===== src/inc/srd_pkg.sv =====
// register map, field layout and timing constants of the rate, readback and fault block
package srd_pkg;
   localparam logic [3:0] ADDR_START_RATE = 4'hB;
   localparam logic [3:0] ADDR_RUN_RATE = 4'hC;
   localparam logic [3:0] ADDR_POSITION = 4'hD;
   localparam logic [3:0] ADDR_FAULT_MASK = 4'hE;
   localparam logic [3:0] ADDR_SWITCH_DIAG = 4'hF;
   localparam int RATE_LSB = 1;
   localparam int RATE_W = 6;
   localparam int ANGLE_LSB = 1;
   localparam int ANGLE_W = 6;
   localparam int DIR_BIT = 10;
   localparam int DIAG_LSB = 1;
   localparam int A_OVERCURRENT_BIT = 1;
   localparam int B_OVERCURRENT_BIT = 2;
   localparam int A_OPEN_LOAD_BIT = 3;
   localparam int B_OPEN_LOAD_BIT = 4;
   localparam int UNDERVOLTAGE_BIT = 7;
   localparam int OVERVOLTAGE_BIT = 8;
   localparam int TEMP_WARNING_BIT = 9;
   localparam int OVERTEMP_BIT = 10;
   localparam int SEQ_ACTIVE_BIT = 11;
   localparam int CMD_READY_BIT = 12;
   localparam int SERIAL_ERROR_BIT = 13;
   localparam int POWER_ON_BIT = 14;
   localparam int ANY_FAULT_BIT = 15;
   localparam logic [10:0] START_RATE_MULT = 11'h002;
   localparam logic [10:0] RUN_RATE_MULT = 11'h010;
   localparam logic [5:0] HOME_ANGLE = 6'h08;
   localparam logic [5:0] HOME_ANGLE_ONE_PHASE = 6'h00;
   localparam logic [5:0] RATE_RESET = 6'h00;
   localparam logic [15:0] MASK_RESET = 16'h0000;
   localparam logic [2:0] MS_ONE_PHASE = 3'h1;
   localparam int CLK_HZ = 125000000;
   localparam int ACC_W = 28;
   typedef enum {SRD_FULL, SRD_HALF, SRD_QUARTER, SRD_EIGHTH, SRD_SIXTEENTH} srd_res_t;
   // quarter-wave current codes for angles 0..16
   localparam logic [5:0] SINE_Q [0:16] = '{6'h00, 6'h05, 6'h0B, 6'h12, 6'h17, 6'h1D,
      6'h23, 6'h28, 6'h2C, 6'h30, 6'h34, 6'h37, 6'h3A, 6'h3C, 6'h3E, 6'h3F, 6'h3F};
endpackage : srd_pkg

===== src/design/srd_stepper_core.sv =====
// step rate, position readback, fault mask/status and phase-current lookup
`timescale 1ns/10ps
module srd_stepper_core
   import srd_pkg::*;
#(
   parameter int CLK_RATE_HZ = CLK_HZ
)
(
   input wire logic clk,
   input wire logic resetn,
   input wire logic [3:0] regAddr,
   input wire logic [15:0] regWrData,
   input wire logic regWrEn,
   input wire logic regRdEn,
   output logic [15:0] regRdData,
   output logic [15:0] statusWord,
   input wire logic [2:0] msMode,
   input wire logic stepDir,
   input wire logic seqRun,
   input wire logic useRunRate,
   input wire logic homeReq,
   input wire logic faultClear,
   input wire logic serialErr,
   input wire logic overtempPin,
   input wire logic tempWarnPin,
   input wire logic overvoltPin,
   input wire logic undervoltPin,
   input wire logic openLoadAPin,
   input wire logic openLoadBPin,
   input wire logic [7:0] switchOcPin,
   output logic stepTick,
   output logic [5:0] phaseACode,
   output logic phaseAPol,
   output logic [5:0] phaseBCode,
   output logic phasePolB
);
   ////////////////////////////////////////////////////////////////////////////
   // state
   logic [5:0] startRate_reg, startRate_next;
   logic [5:0] runRate_reg, runRate_next;
   logic [15:0] mask_reg, mask_next;
   logic [5:0] angle_reg, angle_next;
   logic dir_reg, dir_next;
   logic [ACC_W-1:0] acc_reg, acc_next;
   logic tick_reg, tick_next;
   logic [5:0] codeA_reg, codeA_next, codeB_reg, codeB_next;
   logic polA_reg, polA_next, polB_reg, polB_next;
   logic [5:0] faults_reg, faults_next;
   logic [7:0] swOc_reg, swOc_next;
   logic por_reg, por_next, serErr_reg, serErr_next;
   logic [15:0] rd_reg, rd_next, status_reg, status_next;
   logic [13:0] sync1_reg, sync2_reg;
   logic [13:0] pinVec;

   ////////////////////////////////////////////////////////////////////////////
   // two-stage synchroniser for analog fault pins
   assign pinVec = {switchOcPin, openLoadBPin, openLoadAPin, undervoltPin, overvoltPin,
      tempWarnPin, overtempPin};

   always_ff @(posedge clk)
   begin
      if (!resetn)
      begin
         sync1_reg <= '0;
         sync2_reg <= '0;
      end
      else
      begin
         sync1_reg <= pinVec;
         sync2_reg <= sync1_reg;
      end
   end

   ////////////////////////////////////////////////////////////////////////////
   // lookup helpers
   function automatic logic [5:0] quarter_code(input logic [4:0] k);
      quarter_code = (k > 5'd16) ? SINE_Q[5'd0 - k] : SINE_Q[k];
   endfunction : quarter_code

   function automatic srd_res_t decode_res(input logic [2:0] ms);
      case (ms)
         3'h0, 3'h1: decode_res = SRD_FULL;
         3'h2, 3'h3: decode_res = SRD_HALF;
         3'h4: decode_res = SRD_QUARTER;
         3'h5: decode_res = SRD_EIGHTH;
         default: decode_res = SRD_SIXTEENTH;
      endcase
   endfunction : decode_res

   ////////////////////////////////////////////////////////////////////////////
   // next-state logic
   always_comb
   begin
      logic [10:0] fullRate;
      logic [14:0] ustepRate;
      logic [ACC_W-1:0] accSum;
      logic [5:0] stepSize;
      logic [5:0] angleB;
      logic [5:0] det;
      logic [7:0] swDet;
      logic [5:0] faultsNow;
      fullRate = '0;
      ustepRate = '0;
      accSum = '0;
      stepSize = '0;
      angleB = '0;
      det = '0;
      swDet = '0;
      faultsNow = '0;
      startRate_next = startRate_reg;
      runRate_next = runRate_reg;
      mask_next = mask_reg;
      angle_next = angle_reg;
      dir_next = stepDir;
      acc_next = acc_reg;
      tick_next = 1'b0;

      // host writes; read-only addresses fall through untouched
      if (regWrEn)
      begin
         case (regAddr)
            ADDR_START_RATE: startRate_next = regWrData[RATE_LSB +: RATE_W];
            ADDR_RUN_RATE: runRate_next = regWrData[RATE_LSB +: RATE_W];
            ADDR_FAULT_MASK: mask_next = regWrData & 16'h079E;
            default: mask_next = mask_reg;
         endcase
      end

      // full-step rate, scaled to microsteps by resolution
      if (useRunRate)
         fullRate = 11'({5'h0, runRate_reg} + 11'h001) * RUN_RATE_MULT;
      else
         fullRate = 11'({5'h0, startRate_reg} + 11'h001) * START_RATE_MULT;
      case (decode_res(msMode))
         SRD_FULL: stepSize = 6'h10;
         SRD_HALF: stepSize = 6'h08;
         SRD_QUARTER: stepSize = 6'h04;
         SRD_EIGHTH: stepSize = 6'h02;
         SRD_SIXTEENTH: stepSize = 6'h01;
         default: stepSize = 6'h01;
      endcase
      case (stepSize)
         6'h10: ustepRate = 15'({4'h0, fullRate});
         6'h08: ustepRate = 15'({4'h0, fullRate} << 1);
         6'h04: ustepRate = 15'({4'h0, fullRate} << 2);
         6'h02: ustepRate = 15'({4'h0, fullRate} << 3);
         default: ustepRate = 15'({4'h0, fullRate} << 4);
      endcase

      // phase accumulator divider yields the microstep enable
      if (seqRun)
      begin
         accSum = acc_reg + ACC_W'(ustepRate);
         if (accSum >= ACC_W'(CLK_RATE_HZ))
         begin
            acc_next = accSum - ACC_W'(CLK_RATE_HZ);
            tick_next = 1'b1;
         end
         else
            acc_next = accSum;
      end
      else
         acc_next = '0;

      if (homeReq)
         angle_next = (msMode == MS_ONE_PHASE) ? HOME_ANGLE_ONE_PHASE : HOME_ANGLE;
      else if (tick_next)
         angle_next = stepDir ? angle_reg - stepSize : angle_reg + stepSize;

      // current codes and polarities from the 64-entry cycle
      angleB = angle_next + 6'h10;
      codeA_next = quarter_code(angle_next[4:0]);
      polA_next = angle_next[5] && (angle_next[4:0] != 5'h00);
      codeB_next = quarter_code(angleB[4:0]);
      polB_next = (angle_next > 6'h10) && (angle_next <= 6'h30);

      // masked detection, sticky until cleared, set beats clear
      det[0] = sync2_reg[0] && !mask_reg[OVERTEMP_BIT];
      det[1] = sync2_reg[1] && !mask_reg[TEMP_WARNING_BIT];
      det[2] = sync2_reg[2] && !mask_reg[OVERVOLTAGE_BIT];
      det[3] = sync2_reg[3] && !mask_reg[UNDERVOLTAGE_BIT];
      det[4] = sync2_reg[4] && !mask_reg[A_OPEN_LOAD_BIT];
      det[5] = sync2_reg[5] && !mask_reg[B_OPEN_LOAD_BIT];
      swDet[3:0] = sync2_reg[9:6] & {4{!mask_reg[A_OVERCURRENT_BIT]}};
      swDet[7:4] = sync2_reg[13:10] & {4{!mask_reg[B_OVERCURRENT_BIT]}};
      faults_next = (faultClear ? 6'h00 : faults_reg) | det;
      swOc_next = (faultClear ? 8'h00 : swOc_reg) | swDet;
      por_next = por_reg && !faultClear;
      serErr_next = (serErr_reg && !faultClear) || serialErr;
      faultsNow = faults_next;

      status_next = '0;
      status_next[OVERTEMP_BIT] = faultsNow[0];
      status_next[TEMP_WARNING_BIT] = faultsNow[1];
      status_next[OVERVOLTAGE_BIT] = faultsNow[2];
      status_next[UNDERVOLTAGE_BIT] = faultsNow[3];
      status_next[A_OPEN_LOAD_BIT] = faultsNow[4];
      status_next[B_OPEN_LOAD_BIT] = faultsNow[5];
      status_next[A_OVERCURRENT_BIT] = |swOc_next[3:0];
      status_next[B_OVERCURRENT_BIT] = |swOc_next[7:4];
      status_next[SEQ_ACTIVE_BIT] = seqRun;
      status_next[CMD_READY_BIT] = !seqRun;
      status_next[SERIAL_ERROR_BIT] = serErr_next;
      status_next[POWER_ON_BIT] = por_next;
      status_next[ANY_FAULT_BIT] = (|faultsNow) || (|swOc_next) || por_next || serErr_next;

      // read mux; unmapped addresses answer zero
      rd_next = rd_reg;
      if (regRdEn)
      begin
         rd_next = '0;
         case (regAddr)
            ADDR_START_RATE: rd_next[RATE_LSB +: RATE_W] = startRate_reg;
            ADDR_RUN_RATE: rd_next[RATE_LSB +: RATE_W] = runRate_reg;
            ADDR_POSITION:
            begin
               rd_next[DIR_BIT] = dir_reg;
               rd_next[ANGLE_LSB +: ANGLE_W] = angle_reg;
            end
            ADDR_FAULT_MASK: rd_next = mask_reg;
            ADDR_SWITCH_DIAG: rd_next[DIAG_LSB +: 8] = swOc_reg;
            default: rd_next = '0;
         endcase
      end
   end

   ////////////////////////////////////////////////////////////////////////////
   // registers
   always_ff @(posedge clk)
   begin
      if (!resetn)
      begin
         startRate_reg <= RATE_RESET;
         runRate_reg <= RATE_RESET;
         mask_reg <= MASK_RESET;
         angle_reg <= HOME_ANGLE;
         dir_reg <= 1'b0;
         acc_reg <= '0;
         tick_reg <= 1'b0;
         codeA_reg <= 6'h2C;
         codeB_reg <= 6'h2C;
         polA_reg <= 1'b0;
         polB_reg <= 1'b0;
         faults_reg <= '0;
         swOc_reg <= '0;
         por_reg <= 1'b1;
         serErr_reg <= 1'b0;
         rd_reg <= '0;
         status_reg <= '0;
      end
      else
      begin
         startRate_reg <= startRate_next;
         runRate_reg <= runRate_next;
         mask_reg <= mask_next;
         angle_reg <= angle_next;
         dir_reg <= dir_next;
         acc_reg <= acc_next;
         tick_reg <= tick_next;
         codeA_reg <= codeA_next;
         codeB_reg <= codeB_next;
         polA_reg <= polA_next;
         polB_reg <= polB_next;
         faults_reg <= faults_next;
         swOc_reg <= swOc_next;
         por_reg <= por_next;
         serErr_reg <= serErr_next;
         rd_reg <= rd_next;
         status_reg <= status_next;
      end
   end

   assign regRdData = rd_reg;
   assign statusWord = status_reg;
   assign stepTick = tick_reg;
   assign phaseACode = codeA_reg;
   assign phaseAPol = polA_reg;
   assign phaseBCode = codeB_reg;
   assign phasePolB = polB_reg;
endmodule : srd_stepper_core


===== config.mk =====
export PLATFORM = sky130hd
export DESIGN_NAME = srd_stepper_core
export DESIGN_NICKNAME = d
export VERILOG_FILES = /design/src/inc/srd_pkg.sv /design/src/design/srd_stepper_core.sv
export SDC_FILE = /design/constraint.sdc
export NUM_CORES = 1
export LEC_CHECK = 0
export BUFFER_PORTS_ARGS = -buffer_cell sky130_fd_sc_hd__buf_2
export CAP_MARGIN = 30
export CORE_ASPECT_RATIO = 2
export CORE_MARGIN = 1.5
export CORE_UTILIZATION = 50
export CTS_BUF_LIST = sky130_fd_sc_hd__clkbuf_16
export CTS_CLUSTER_SIZE = 12
export DETAILED_ROUTE_END_ITERATION = 7
export PLACE_DENSITY_LB_ADDON = 0.08
export SYNTH_ARGS = -nofsm -noshare
export SYNTH_HDL_FRONTEND = slang
export SYNTH_SLANG_ARGS = --single-unit

===== constraint.sdc =====
create_clock -name clk -period 7.05 [get_ports clk]
set_input_delay 0.705 -clock clk [delete_from_list [all_inputs] [get_ports clk]]
set_output_delay 0.705 -clock clk [all_outputs]
set_load 0.02 [all_outputs]

==> flow_metrics.py <==
metrics = {
    "place": {
        "dp_cells": 1182,
        "dp_worst_setup_slack_ns": 0.615,
        "place.gp.congestion": 0.879,
        "placement.cell_area_sq_mm": 0.00809,
        "post_detail_place_hpwl_um": 15200,
        "numPortBuffers": 78,
    },
    "flow_run": {
        "drv_cap": 0,
    },
    "synth": {
        "ys_top_cells_by_area": "dfxtp_1, nor2_1, ha_1, a21oi_1, xnor2_1",
        "postSynth.topFlopCell": "dfxtp_1",
        "post_synth_instance_area_sq_mm": 0.00754,
        "yosys_warnings": 0,
        "synth.lib_cells_used.distinct": 74,
        "synth_enable_flop_cells": 0,
        "netlist.top_cell.by_area": "dfxtp_1",
        "synthesis.instances": 940,
        "ys_ff_latch": 129,
        "post-synth-top-area-fraction_pct": 34.2,
        "synth_seq_area_share_pct": 34.2,
        "syn_area_per_cell_sq_um": 8.03,
        "async_reset_ff_share_pct": 0,
    },
    "cts": {
        "post_cts_resize_count": 0,
        "worstSkewPairLatency_ns": 0.42,
        "quantity_of_hold_fixing_buffers_added_after_cts": 0,
        "clk_pin_slew_worst_paths_ns": 0.06,
        "cts.sinks": 129,
        "ctsHtreeMaxLevel": 4,
        "numCtsBuffers": 17,
        "postCtsSetupBuffers": 0,
        "cts-root-to-sink-buffers": 2,
        "cts_tree": "built",
        "cts_root_buf": "clkbuf_16",
    },
    "die": {
        "std_cell_rows": 63,
        "die_area_sq_mm": 0.0159,
        "initial_core_util_pct": 50.9,
        "io-pin-count": 94,
        "dieHeight_um": 177,
        "design.core.area_sq_mm": 0.0148,
        "dieWidth_um": 89.9,
    },
    "drt": {
        "drt-pass1-iter-count": 5,
        "antenna_violating_nets_post_route": 0,
        "vias_per_cell": 5.58,
        "via_count": 6766,
        "wl_um": 19900,
        "drc_violation_count_after_routing": 0,
        "drt-wirelength-per-cell_um": 16.4,
        "drt_first_iter_violations": 385,
    },
    "critical_path": {
        "timing.critical_path.slowest_cell_delay_ns": 0.51,
        "timing.setup.critical_path_class": "reg2reg",
        "critPathLaunchType": "flop",
        "cell_seen_most_often_among_critical_path_stages": "a21oi_1",
        "timing.critical_path.fanout_max": 10,
        "cpLargestDelayFamily": "compound AO/OA/AOI/OAI gates",
        "required_ns": 7.39,
        "worst_path_buf_inv": 2,
        "critical_path_arrival_ns": 6.81,
        "cpMaxStageDelayCell": "dfxtp_1",
        "crit_path_end_kind": "flop",
    },
    "timing": {
        "finalHoldViolCount": 0,
        "setup-violations-final": 0,
        "slew_viol_final": 0,
        "finalWorstSetupSlack_ns": 0.580,
        "timing.hold.ws_ns": 0.431,
        "totalNegativeSetupSlack_ns": 0,
        "unrepaired_setup_endpoints_after_global_routing": "false",
        "final.setup_skew_ns": 0.00756,
        "finalCriticalPeriod_ns": 6.47,
        "tightestPinTransition_ns": 0.619,
        "max_slew_headroom_pct": 58.7,
        "fmaxAchievable_ghz": 0.155,
        "fin_crit_sh_pct": 91.8,
    },
    "power": {
        "cellLeakagePower_nw": 3.60,
        "design_power_total_mw": 1.74,
        "vdd_ir_drop_max_mv": 0.231,
        "power-per-cell-area_mw_per_mm2": 202,
    },
    "global_routing": {
        "first_global_vias": 6754,
        "grt_first_pass_wirelength_um": 32100,
        "grt_antenna_before_repair": 0,
        "maximum_number_of_pins_on_one_net_before_global_route_repair": 57,
        "total_routing_usage_gr_pct": 25.6,
        "grt_remaining_overflow": 0,
    },
    "final_layout": {
        "layout.filler_cells": 1522,
        "nets": 1087,
        "largest_reg_flops": 27,
        "final_cell_count_no_fill": 1213,
        "final_area_sq_mm": 0.00862,
        "fraction_of_final_layout_cells_with_drive_strength_greater_than_1_pct": 14.7,
        "final_core_utilization_pct": 58.2,
        "layout_commonest_cell": "nor2_1",
        "commonest_cells_after_routing_fill_and_taps_aside": "nor2_1, dfxtp_1, buf_2",
        "number_of_diodes": 0,
        "syn_to_final_growth_pct": 14.3,
    },
    "worst_hold_path": {
        "hp-class": "reg2reg",
    },
    "outcome": {
        "result_of_the_run": "finished, final reports clean",
    },
}
[power by group]
part / internal, mW / total (mW) / switching (mW) / leakage, nW
clock network: 0.450 / 0.798 / 0.348 / 0.251
registers: 0.749 / 0.760 / 0.0101 / 1.05
logic: 0.0689 / 0.184 / 0.116 / 2.30
total: 1.27 / 1.74 / 0.474 / 3.60
[logic make-up after synthesis]
| group | after synthesis | synth area share [%] |
|---|---|---|
| and+or+nand+nor | 360 | 22.5 |
| AOI/OAI and AO/OA | 229 | 20.3 |
| DFF | 129 | 34.2 |
| buffers and inverters | 92 | 5.21 |
| xor gates and xnor gates | 60 | 6.97 |
| muxes | 35 | 4.93 |
| adders and majority gates | 34 | 5.84 |
| other | 1 | 0.0497 |
[final timing paths]
kind | from | end | slack [ns] | cells after the start
max reg2reg | startRate_reg[0] | phaseBCode[2] | 0.58 | 27
min reg2reg | sync1_reg[11] | sync2_reg[11] | 0.43 | 1
max | startRate_reg[0] | phaseBCode[2] | 0.58 | 27
min | sync1_reg[11] | sync2_reg[11] | 0.43 | 1
[cells in the mapped netlist, drive strengths merged (3+ instances only)]
master,n
a211o,3
a211oi,15
a21o,12
a21oi,72
a22oi,16
a31oi,6
a32o,4
a32oi,4
and2,38
and3,7
and4,3
buf,18
clkbuf,42
dfxtp,129
ha,32
inv,32
mux2,7
mux2i,27
nand2,74
nand2b,12
nand3,22
nand4,8
nand4b,3
nor2,142
nor2b,8
nor3,18
nor4,9
o211a,3
o211ai,9
o21a,7
o21ai,35
o21bai,6
o221a,5
o22ai,6
o31ai,6
or3,4
xnor2,40
xor2,20
[cell type report]
| type | count | area (sq um) | share of cell area (%) |
|---|---|---|---|
| timing repair buffer | 99 | 548 | 6.35 |
| clock buffer | 17 | 425 | 4.93 |
| sequential | 129 | 2580 | 29.9 |
| tap | 195 | 244 | 2.83 |
| clock inverter | 14 | 105 | 1.22 |
| multi-input combinational | 727 | 4600 | 53.3 |
| inverter | 32 | 120 | 1.39 |
[layer usage]
layer	GRT usage, %	vias up	routed length (um)
met5	0	-	0
met4	12.8	0	702
met3	3.26	44	507
met2	53.0	134	11500
met1	23.7	3158	7140
li1	-	3430	-
Note: power is estimated with default switching activity, not from simulation.
